`src/hdl/ssa_cfg.svh`:
```
// offsets, field positions, reset values and counts of the set-point converter
`ifndef SSA_CFG_SVH
`define SSA_CFG_SVH
`define SSA_CNT_W      16
`define SSA_OFS_CTRL   8'h00
`define SSA_OFS_CHARGE 8'h04
`define SSA_OFS_SPEED  8'h08
`define SSA_OFS_PULSE  8'h0C
`define SSA_OFS_STAT   8'h10
`define SSA_OFS_MASK   8'h14
`define SSA_OFS_RESULT 8'h18
`define SSA_OFS_TIMER  8'h1C
`define SSA_OFS_TAP    8'h20
`define SSA_OFS_C1CTL  8'h24
`define SSA_OFS_C1VAL  8'h28
`define SSA_CTRL_CONV  0
`define SSA_CTRL_FIRE  1
`define SSA_ST_CONV    0
`define SSA_ST_ZC      1
`define SSA_ST_FIRE    2
`define SSA_ST_SPARE   3
`define SSA_ST_W       4
`define SSA_CHARGE_RST 16'h0400
`define SSA_PULSE_RST  16'h0A14
`define SSA_TAP_SHIFT  9
`define SSA_PULSES     2'h3
`define SSA_CODE_MAX   8'hFF
`endif

```
`src/hdl/ssa_pkg.sv`:
```
// types shared by the set-point converter
package ssa_pkg;
    typedef enum {S_IDLE, S_CHARGE, S_WAITZC, S_DISCH, S_CALC} ssa_conv_t;
    typedef enum {F_IDLE, F_ARMED, F_HIGH, F_GAP} ssa_fire_t;
    typedef enum logic [1:0] {CC_CAPTURE, CC_SET, CC_CLEAR, CC_TOGGLE} ssa_ccmode_t;
    typedef struct packed {
        logic [2:0] drv;
        logic [2:0] oeN;
    } ssa_pot_t;
endpackage

```
`src/hdl/ssa_top.sv`:
```
// single-slope set-point converter, three-channel timer and gate pulse generator
`timescale 1ns/100ps
`include "ssa_cfg.svh"
module ssa_top
    import ssa_pkg::*;
#(
    parameter int CW = `SSA_CNT_W
) (
    input  wire logic        mclk,
    input  wire logic        srst,
    input  wire logic [7:0]  addr,
    input  wire logic [31:0] wdata,
    input  wire logic        wrStb,
    input  wire logic        rdStb,
    output logic      [31:0] rdata,
    output logic             irq,
    input  wire logic        senseIn,
    input  wire logic        zcIn,
    input  wire logic        spareIn,
    output logic             spareOut,
    output logic             spareOeN,
    output logic             gate,
    output ssa_pot_t         potPins
);
    // match action of a compare channel on its pin
    function automatic logic ccAction(input ssa_ccmode_t m, input logic cur);
        case (m)
            CC_SET:    ccAction = 1'b1;
            CC_CLEAR:  ccAction = 1'b0;
            CC_TOGGLE: ccAction = ~cur;
            default:   ccAction = cur;
        endcase
    endfunction

    function automatic logic [6:0] tapOf(input logic [CW-1:0] per);
        tapOf = 7'(per >> `SSA_TAP_SHIFT);
    endfunction

    logic [CW-1:0]          timer_r;
    logic [1:0]             ctrl_r;
    logic [15:0]            charge_r;
    logic [7:0]             speed_r;
    logic [15:0]            pulse_r;
    logic [`SSA_ST_W-1:0]   stat_r;
    logic [`SSA_ST_W-1:0]   mask_r;
    logic [7:0]             result_r;
    logic [6:0]             tap_r;
    ssa_ccmode_t            c1Mode_r;
    logic [CW-1:0]          c1Val_r;
    logic                   spareInPrev_r;
    logic                   zcPrev_r;
    logic                   sensePrev_r;
    logic [CW-1:0]          zcCap_r;
    logic [CW-1:0]          zcOld_r;
    ssa_conv_t              cst_r;
    logic [1:0]             term_r;
    logic [15:0]            wait_r;
    logic [CW-1:0]          start_r;
    logic [CW-1:0]          cnt_r [3];
    ssa_fire_t              fst_r;
    logic [CW-1:0]          fireCmp_r;
    logic [7:0]             pcnt_r;
    logic [1:0]             pulses_r;
    logic                   zcEdge;
    logic                   senseFall;
    logic                   spareRise;
    logic                   convDone;
    logic                   fireDone;
    logic [`SSA_ST_W-1:0]   events;
    logic [CW-1:0]          span;
    logic [CW-1:0]          above;
    logic [23:0]            quot;

    assign zcEdge    = zcPrev_r ^ zcIn;
    assign senseFall = sensePrev_r & ~senseIn;
    assign spareRise = ~spareInPrev_r & spareIn;
    assign convDone  = (cst_r == S_CALC);
    // a re-arming zero cross aborts the burst, so no done event then
    assign fireDone  = (fst_r == F_HIGH) && (pcnt_r <= 8'h01) && (pulses_r == 2'h2) &&
                       !(zcEdge && ctrl_r[`SSA_CTRL_FIRE]);
    assign events    = {(c1Mode_r == CC_CAPTURE) ? spareRise : (timer_r == c1Val_r),
                        fireDone, zcEdge, convDone};
    // full-scale terminal 0, wiper 1, offset 2
    assign span  = cnt_r[0] - cnt_r[2];
    assign above = cnt_r[1] - cnt_r[2];
    assign quot  = (span == '0) ? 24'h0000_00 : {above, 8'h00} / 24'(span);

    // free-running up count, no clock gating or prescale
    always_ff @(posedge mclk) begin
        if (srst) timer_r <= '0;
        else      timer_r <= timer_r + 1'b1;
    end

    always_ff @(posedge mclk) begin
        if (srst) begin
            // follow the line level so a high line at release is no edge
            zcPrev_r      <= zcIn;
            sensePrev_r   <= 1'b0;
            spareInPrev_r <= 1'b0;
        end else begin
            zcPrev_r      <= zcIn;
            sensePrev_r   <= senseIn;
            spareInPrev_r <= spareIn;
        end
    end

    // line channel capture on both edges; two stamps span half a cycle, the tap a full one
    always_ff @(posedge mclk) begin
        if (srst) begin
            zcCap_r <= '0;
            zcOld_r <= '0;
            tap_r   <= '0;
        end else if (zcEdge) begin
            zcCap_r <= timer_r;
            zcOld_r <= zcCap_r;
            tap_r   <= tapOf(timer_r - zcOld_r);
        end
    end

    // conversion sequencer over the three pot terminals
    always_ff @(posedge mclk) begin
        if (srst) begin
            cst_r   <= S_IDLE;
            term_r  <= 2'h0;
            wait_r  <= 16'h0000;
            start_r <= '0;
            potPins <= '{drv: 3'h0, oeN: 3'h7};
            for (int i = 0; i < 3; i++) cnt_r[i] <= '0;
        end else begin
            case (cst_r)
                S_IDLE: begin
                    potPins.oeN <= 3'h7;
                    if (ctrl_r[`SSA_CTRL_CONV]) begin
                        cst_r  <= S_CHARGE;
                        term_r <= 2'h0;
                        wait_r <= charge_r;
                    end
                end
                S_CHARGE: begin
                    potPins.drv         <= 3'h7;
                    potPins.oeN         <= 3'h7;
                    potPins.oeN[term_r] <= 1'b0;
                    if (wait_r <= 16'h0001) cst_r <= S_WAITZC;
                    else                    wait_r <= wait_r - 1'b1;
                end
                S_WAITZC: begin
                    if (zcEdge) begin
                        cst_r               <= S_DISCH;
                        start_r             <= timer_r;
                        potPins.drv[term_r] <= 1'b0;
                    end
                end
                S_DISCH: begin
                    if (senseFall) begin
                        cnt_r[term_r] <= timer_r - start_r;
                        potPins.oeN   <= 3'h7;
                        if (term_r == 2'h2) begin
                            cst_r <= S_CALC;
                        end else begin
                            term_r <= term_r + 1'b1;
                            wait_r <= charge_r;
                            cst_r  <= S_CHARGE;
                        end
                    end
                end
                S_CALC:  cst_r <= S_IDLE;
                default: cst_r <= S_IDLE;
            endcase
        end
    end

    // saturating code
    always_ff @(posedge mclk) begin
        if (srst)                        result_r <= 8'h00;
        else if (convDone) begin
            if (cnt_r[1] <= cnt_r[2])     result_r <= 8'h00;
            else if (cnt_r[1] >= cnt_r[0]) result_r <= `SSA_CODE_MAX;
            else                         result_r <= quot[7:0];
        end
    end

    // gate firing: compare sets the pin, three pulses, low otherwise
    always_ff @(posedge mclk) begin
        if (srst) begin
            fst_r     <= F_IDLE;
            fireCmp_r <= '0;
            pcnt_r    <= 8'h00;
            pulses_r  <= 2'h0;
            gate      <= 1'b0;
        end else if (zcEdge && ctrl_r[`SSA_CTRL_FIRE]) begin
            fst_r     <= F_ARMED;
            fireCmp_r <= timer_r + CW'(speed_r) * CW'(tap_r);
            gate      <= 1'b0;
        end else begin
            case (fst_r)
                F_ARMED: begin
                    if (timer_r == fireCmp_r) begin
                        gate     <= ccAction(CC_SET, gate);
                        fst_r    <= F_HIGH;
                        pcnt_r   <= pulse_r[7:0];
                        pulses_r <= 2'h0;
                    end
                end
                F_HIGH: begin
                    if (pcnt_r <= 8'h01) begin
                        gate <= 1'b0;
                        if (pulses_r == 2'h2) begin
                            fst_r <= F_IDLE;
                        end else begin
                            fst_r    <= F_GAP;
                            pulses_r <= pulses_r + 1'b1;
                            pcnt_r   <= pulse_r[15:8];
                        end
                    end else begin
                        pcnt_r <= pcnt_r - 1'b1;
                    end
                end
                F_GAP: begin
                    if (pcnt_r <= 8'h01) begin
                        gate   <= 1'b1;
                        fst_r  <= F_HIGH;
                        pcnt_r <= pulse_r[7:0];
                    end else begin
                        pcnt_r <= pcnt_r - 1'b1;
                    end
                end
                default: begin
                    fst_r <= F_IDLE;
                    gate  <= 1'b0;
                end
            endcase
        end
    end

    // spare channel: capture from its pin or compare action on it
    always_ff @(posedge mclk) begin
        if (srst) begin
            spareOut <= 1'b0;
            spareOeN <= 1'b1;
        end else begin
            spareOeN <= (c1Mode_r == CC_CAPTURE);
            if (c1Mode_r != CC_CAPTURE && timer_r == c1Val_r)
                spareOut <= ccAction(c1Mode_r, spareOut);
        end
    end

    // register writes; a capture beats a same-cycle software write
    always_ff @(posedge mclk) begin
        if (srst) begin
            ctrl_r   <= 2'h0;
            charge_r <= `SSA_CHARGE_RST;
            speed_r  <= 8'h00;
            pulse_r  <= `SSA_PULSE_RST;
            mask_r   <= '0;
            c1Mode_r <= CC_CAPTURE;
            c1Val_r  <= '0;
        end else begin
            if (wrStb) begin
                case (addr)
                    `SSA_OFS_CTRL:   ctrl_r   <= wdata[1:0];
                    `SSA_OFS_CHARGE: charge_r <= wdata[15:0];
                    `SSA_OFS_SPEED:  speed_r  <= wdata[7:0];
                    `SSA_OFS_PULSE:  pulse_r  <= wdata[15:0];
                    `SSA_OFS_MASK:   mask_r   <= wdata[`SSA_ST_W-1:0];
                    `SSA_OFS_C1CTL:  c1Mode_r <= ssa_ccmode_t'(wdata[1:0]);
                    `SSA_OFS_C1VAL:  c1Val_r  <= wdata[CW-1:0];
                    default:         ;
                endcase
            end
            if (c1Mode_r == CC_CAPTURE && spareRise) c1Val_r <= timer_r;
        end
    end

    // sticky status, write one to clear, new event wins
    always_ff @(posedge mclk) begin
        if (srst) stat_r <= '0;
        else if (wrStb && addr == `SSA_OFS_STAT)
            stat_r <= (stat_r & ~wdata[`SSA_ST_W-1:0]) | events;
        else
            stat_r <= stat_r | events;
    end

    always_ff @(posedge mclk) begin
        if (srst) irq <= 1'b0;
        else      irq <= |((stat_r | events) & mask_r);
    end

    always_ff @(posedge mclk) begin
        if (srst) rdata <= 32'h0000_0000;
        else if (rdStb) begin
            case (addr)
                `SSA_OFS_CTRL:   rdata <= {30'h0, ctrl_r};
                `SSA_OFS_CHARGE: rdata <= {16'h0000, charge_r};
                `SSA_OFS_SPEED:  rdata <= {24'h00_0000, speed_r};
                `SSA_OFS_PULSE:  rdata <= {16'h0000, pulse_r};
                `SSA_OFS_STAT:   rdata <= 32'(stat_r);
                `SSA_OFS_MASK:   rdata <= 32'(mask_r);
                `SSA_OFS_RESULT: rdata <= {24'h00_0000, result_r};
                `SSA_OFS_TIMER:  rdata <= 32'(timer_r);
                `SSA_OFS_TAP:    rdata <= {25'h000_0000, tap_r};
                `SSA_OFS_C1CTL:  rdata <= {30'h0, c1Mode_r};
                `SSA_OFS_C1VAL:  rdata <= 32'(c1Val_r);
                default:         rdata <= 32'h0000_0000;
            endcase
        end else rdata <= 32'h0000_0000;
    end

    property p_timer_inc;
        @(posedge mclk) disable iff (srst)
        !$past(srst) |-> timer_r == $past(timer_r) + 1'b1;
    endproperty
    a_timer_inc: assert property (p_timer_inc) else $error("timer did not count up");

    property p_zc_cap;
        @(posedge mclk) disable iff (srst)
        zcEdge |=> zcCap_r == $past(timer_r) && zcOld_r == $past(zcCap_r);
    endproperty
    a_zc_cap: assert property (p_zc_cap) else $error("zero-cross capture wrong");

    property p_tap;
        @(posedge mclk) disable iff (srst)
        zcEdge |=> tap_r == tapOf(zcCap_r - $past(zcOld_r));
    endproperty
    a_tap: assert property (p_tap) else $error("tick size not cycle over 512");

    property p_disch_zc;
        @(posedge mclk) disable iff (srst)
        cst_r == S_WAITZC && !zcEdge |=> cst_r != S_DISCH;
    endproperty
    a_disch_zc: assert property (p_disch_zc) else $error("discharge without zero cross");

    property p_charge_pin;
        @(posedge mclk) disable iff (srst)
        cst_r == S_CHARGE && $past(cst_r) == S_CHARGE |->
            !potPins.oeN[term_r] && potPins.drv[term_r];
    endproperty
    a_charge_pin: assert property (p_charge_pin) else $error("terminal not charging");

    property p_capture;
        @(posedge mclk) disable iff (srst)
        cst_r == S_DISCH && senseFall |=> cnt_r[$past(term_r)] == $past(timer_r - start_r);
    endproperty
    a_capture: assert property (p_capture) else $error("discharge count wrong");

    property p_sat_low;
        @(posedge mclk) disable iff (srst)
        convDone && cnt_r[1] <= cnt_r[2] |=> result_r == 8'h00;
    endproperty
    a_sat_low: assert property (p_sat_low) else $error("code not saturated low");

    property p_gate_idle;
        @(posedge mclk) disable iff (srst)
        fst_r == F_IDLE || fst_r == F_ARMED || fst_r == F_GAP |-> !gate;
    endproperty
    a_gate_idle: assert property (p_gate_idle) else $error("gate high outside pulse");

    property p_three;
        @(posedge mclk) disable iff (srst)
        fst_r == F_GAP |-> pulses_r inside {2'h1, 2'h2};
    endproperty
    a_three: assert property (p_three) else $error("pulse count out of range");
endmodule

```
`config.mk`:
```
export PLATFORM = sky130hd
export DESIGN_NAME = ssa_top
export DESIGN_NICKNAME = d
export VERILOG_FILES = /design/src/hdl/ssa_pkg.sv /design/src/hdl/ssa_top.sv
export VERILOG_INCLUDE_DIRS = /design/src /design/src/hdl
export SDC_FILE = /design/constraint.sdc
export NUM_CORES = 2
export LEC_CHECK = 0
export ABC_AREA = 1
export BUFFER_PORTS_ARGS = -buffer_cell sky130_fd_sc_hd__buf_2
export CORE_ASPECT_RATIO = 2
export CORE_MARGIN = 5
export CORE_UTILIZATION = 60
export CTS_BUF_LIST = sky130_fd_sc_hd__clkbuf_4
export CTS_CLUSTER_SIZE = 30
export DETAILED_ROUTE_END_ITERATION = 7
export PLACE_DENSITY = 0.77
export SETUP_SLACK_MARGIN = 0.05
export SKIP_CTS_REPAIR_TIMING = 1
export SYNTH_ARGS = -nofsm -noshare
export SYNTH_HDL_FRONTEND = slang
export SYNTH_SLANG_ARGS = --single-unit
```
`constraint.sdc`:
```
create_clock -name mclk -period 111.1 [get_ports mclk]
set_input_delay 5.555 -clock mclk [delete_from_list [all_inputs] [get_ports mclk]]
set_output_delay 5.555 -clock mclk [all_outputs]
set_load 0.05 [all_outputs]
```
-- Yosys cells after proc, flatten, opt, wreduce, memory -nomap -nowiden
Memories as Yosys holds them, arrays and structs flattened.
Cells that the tools add are included.
- register bits: 300
- latch bits: 0
- memory bits (writable): 48
- memory bits (read-only): 0
- bits of input ports: 47
- output and inout port bits: 42
- logic and storage cells: 208
- memories kept: 1
- memory list (memory ; depth ; width ; read ports ; clocked after Yosys merged registers in ; wr ports ; line ; text):
    cnt_r ; 3 ; 16 ; 3 ; 0 ; 3 ; ssa_top.sv:59 ; logic [CW-1:0] cnt_r [3];
- add/subtract/negate cells: 10
- multiply operators: 1
- div/mod/pow operators: 1
- order comparisons: 6
- eq/ne operators: 39
- shifts and indexed selects: 0
- mux-type cells: 59
- bitwise gates (word level): 15
- reduce and logical (&&, ||, !) cells: 44
- operators with widths (kind ; number):
    2-to-1 mux 32 bit ; 7
    case mux 16 bit (11 select lines) ; 1
    == test 32 x 2 -> 1 bit, second input constant ; 4
    2-to-1 mux 16 bit ; 8
    case mux 32 bit (4 select lines) ; 1
    case mux 32 bit (3 select lines) ; 1
    == test 32 x 1 -> 1 bit, second input constant ; 2
    subtractor 16 bit ; 4
    2-to-1 mux 8 bit ; 7
    case mux 16 bit (3 select lines) ; 1
    == test 16 bit ; 2
    == test 32 x 3 -> 1 bit, second input constant ; 1
    == test 32 x 4 -> 1 bit, second input constant ; 1
    == test 8 x 5 -> 1 bit, second input constant ; 4
    logical NOT 32 bit ; 1
    divider 24 x 16 -> 24 bit ; 1
    == test 8 x 6 -> 1 bit, second input constant ; 3
    case mux 8 bit (3 select lines) ; 1
    AND reduction 2 bit ; 11
    != test 2 bit, second input constant ; 10
    adder 16 x 1 -> 16 bit, second input constant ; 1
    adder 16 x 15 -> 16 bit ; 1
    == test 8 x 4 -> 1 bit, second input constant ; 2
    >= comparator 16 bit ; 1
    43 further kinds ; 99

-- Depth between registers and ports, before layout
- word-level depth: 8
- depth in mapped cells: 430
- mapped depth without buffers: 407

-- Worst setup path before layout
No wires, ideal clock.
- path type: register -> register
- start: memory cnt_r[2][0] (netlist name)
- end: register result_r[0]
- setup time: 120 ps
- arrival time: 50509 ps
- required time: 110980 ps
- path slack: 60472 ps
- cell stages (with the launch flop): 409
- buffers on the path: 24
- period minus slack after synthesis: 50628 ps
- cells stage by stage: edfxtp_1 ha_1 fa_1 inv_1 nand3_1 nand2_1 nand2_1 nand2_1 inv_1 nor2_1 nand2_2 nor2_1 nand3_1 nand2_1 nand2_1 ha_1 o21a_1 nor2_1 [373 not listed] nand2_1 nor2_2 nand3_2 buf_6 clkbuf_1 o21ai_0 inv_1 ha_1 a21oi_1 nor2_1 a2111oi_0 nand4_1 nor2_1 nand3_1 nand2_1 nand2_1 nand2_1 a21oi_1
- RTL lines (element ; line ; text):
    start, declared ; ssa_top.sv:59 ;
    end signal, assigned ; ssa_top.sv:177 ; else if (cnt_r[1] >= cnt_r[0]) result_r <= `SSA_CODE_MAX;
    end signal, assigned ; ssa_top.sv:178 ; else result_r <= quot[7:0];
    end, declared ; ssa_top.sv:46 ; logic [7:0] result_r;

==> metrics.yaml <==
status: "completed"
drt-wirelength-per-cell_um: 17.3
async_flop_share_pct: 0
crit_slowest_cell: "a2111oi_0"
initial_utilization_pct: 60.5
ys_seq_area_share_pct: 19.3
hpwl_um: 74700
drt_first_pass_iters: 5
cp-end-kind: "flip-flop"
first_global_vias: 30196
die_area_mm2: 0.0563
r2r_cells: 383
ys_types: 74
clockBufferDepth: 3
drtIter0Drc: 1703
syn_avg_cell_area_um2: 6.59
required_ns: 111.67
cp.arrival_ns: 62.18
cts_root_buf: "clkbuf_4"
max_stage_delay_ns: 0.81
grt_pass1_wl_um: 147000
grt_util_all_layers_pct: 32.4
layout_common_cells: "1,045 x nand2_1, 690 x inv_1, 410 x nor2_1, 378 x ha_1, 369 x o21ai_0"
setup_tns_ns: 0
fp.coreArea_mm2: 0.0509
crit_path_start: "cnt_r[2][0]"
io_pins: 89
syn-cell-area_mm2: 0.0308
drv_slew: 0
worst_pin_slew_ns: 1.26
ys_ff_latch: 273
drc_errors: 0
cts.sinks: 273
worstReg2RegEnd: "result_r[0]"
setup_viol: 0
final_cells: 5391
drt_wl_total_um: 93500
clock_latency_ns: 0.75
drv_cap: 0
gp_congestion: 0.992
synth.area.top_cells: "ha_1 15%, dfxtp_1 15%, nand2_1 13%"
worstHoldPathType: "flip-flop to flip-flop"
grt_max_degree: 84
port_buffers: 56
critPathMaxFanout: 28
die_h_um: 331
largest_register: "cnt_r"
fp.dieW_um: 170
clock_skew_ns: 0.0437
yosysWarnings: 0
synth.top_cell.area_share_pct: 15.3
crit_top_cell: "nand2_1"
timing.rr.start: "cnt_r[2][0]"
drive_gt1_share_pct: 6.78
path_clk_slew_ns: 0.08
crit_end: "result_r[0]"
avgViaCountPerCell: 5.75
critical_path_class: "flip-flop to flip-flop"
synthFlopType: "dfxtp_1"
fmax_mhz: 16.2
final_common_cell: "nand2_1"
tritoncts: "built"
utilization_pct: 63.4
grt_overflow_total: 0
placed_area_mm2: 0.0316
dr_total_vias: 31007
synth-edff-count: 48
antenna_found_initial: 1
largest_reg_flops: 48
critPathLaunchType: "flip-flop"
fin_nets: 5163
hold_viol_final: 0
rsz0062_at_grt: "no"
final_antenna_net_count: 0
synth_top_area_cell: "ha_1"
min_period_over_period_pct: 55.5
synth_cells: 4676
h-tree-depth: 2
rrSetupSlack_ns: 49.49
slew_headroom_pct: 15.4
design_area_mm2: 0.0323
rows: 117
syn_to_final_growth_pct: 4.80
place_inst: 5291
finalCriticalPeriod_ns: 61.61
numCtsBuffers: 53
[kinds of logic after synthesis]
group | count (synthesis) | synth area share, %
adder cells (fa/ha/maj) | 424 | 18.3
flip-flops | 273 | 19.3
AND/OR/NAND/NOR | 1901 | 26.6
XOR/XNOR | 243 | 6.90
buffers and inverters | 862 | 10.9
AO/OA/AOI/OAI | 972 | 18.0
other | 1 | 0.0122
[cells in the mapped netlist (48+ instances only)]
cell type	instances
nand2_1	1045
ha_1	378
inv_1	690
xnor2_1	109
o21ai_0	369
nor2_1	410
nand4_1	48
dfxtp_1	225
o21bai_1	50
a21oi_1	323
edfxtp_1	48
clkbuf_1	100
xor2_1	134
nand3_1	205
[area by class of cell]
| class | instances | area, um2 |
|---|---|---|
| inverter | 728 | 2740 |
| antenna | 1 | 2.50 |
| timing repair buffer | 80 | 460 |
| sequential | 273 | 5950 |
| tap | 654 | 818 |
| clock buffer | 74 | 556 |
| clock inverter | 25 | 181 |
| fill | 4907 | 18600 |
| multi-input combinational | 3556 | 21600 |
[critical path: cells and delay by family (launching register included)]
family,cells,cell delay [ns]
AO/OA/AOI/OAI,128,24.76
flip-flops,1,0.42
AND/OR/NAND/NOR,187,21.00
adder cells (fa/ha/maj),26,8.86
buffers and inverters,42,6.20
[stage by stage]
stage               setup slack (ns)  hold WS, ns
finish                         49.49        0.461
CTS                            50.08        0.465
global placement               51.16        0.441
detailed placement             50.36        0.453
global route                   43.10        0.487
floorplan                      60.47        0.432
[routing by layer]
metal  track usage, %  part of all wire [%]  vias up
met1             29.5                    33    14242
met5                0                     0        -
li1                 -                     -    15394
met3             3.27                   4.1      431
met4             26.6                   9.8        0
met2             62.9                    53      940
[worst min-delay path by stage]
stage	startpoint	endpoint	slack, ns	depth (start not counted)
2_1_floorplan	zcCap_r[0]	zcCap_r[0]	0.43	2
3_3_place_gp	zcCap_r[0]	zcCap_r[0]	0.44	2
3_5_place_dp	zcOld_r[13]	zcOld_r[13]	0.45	2
4_1_cts	zcOld_r[13]	zcOld_r[13]	0.46	2
5_1_grt	zcCap_r[0]	zcCap_r[0]	0.49	2
6_report	zcCap_r[0]	zcCap_r[0]	0.46	2
Power is left out: the tool's default activity adds up to more than one toggle a clock period on the data nets, which glitch-free logic cannot reach.
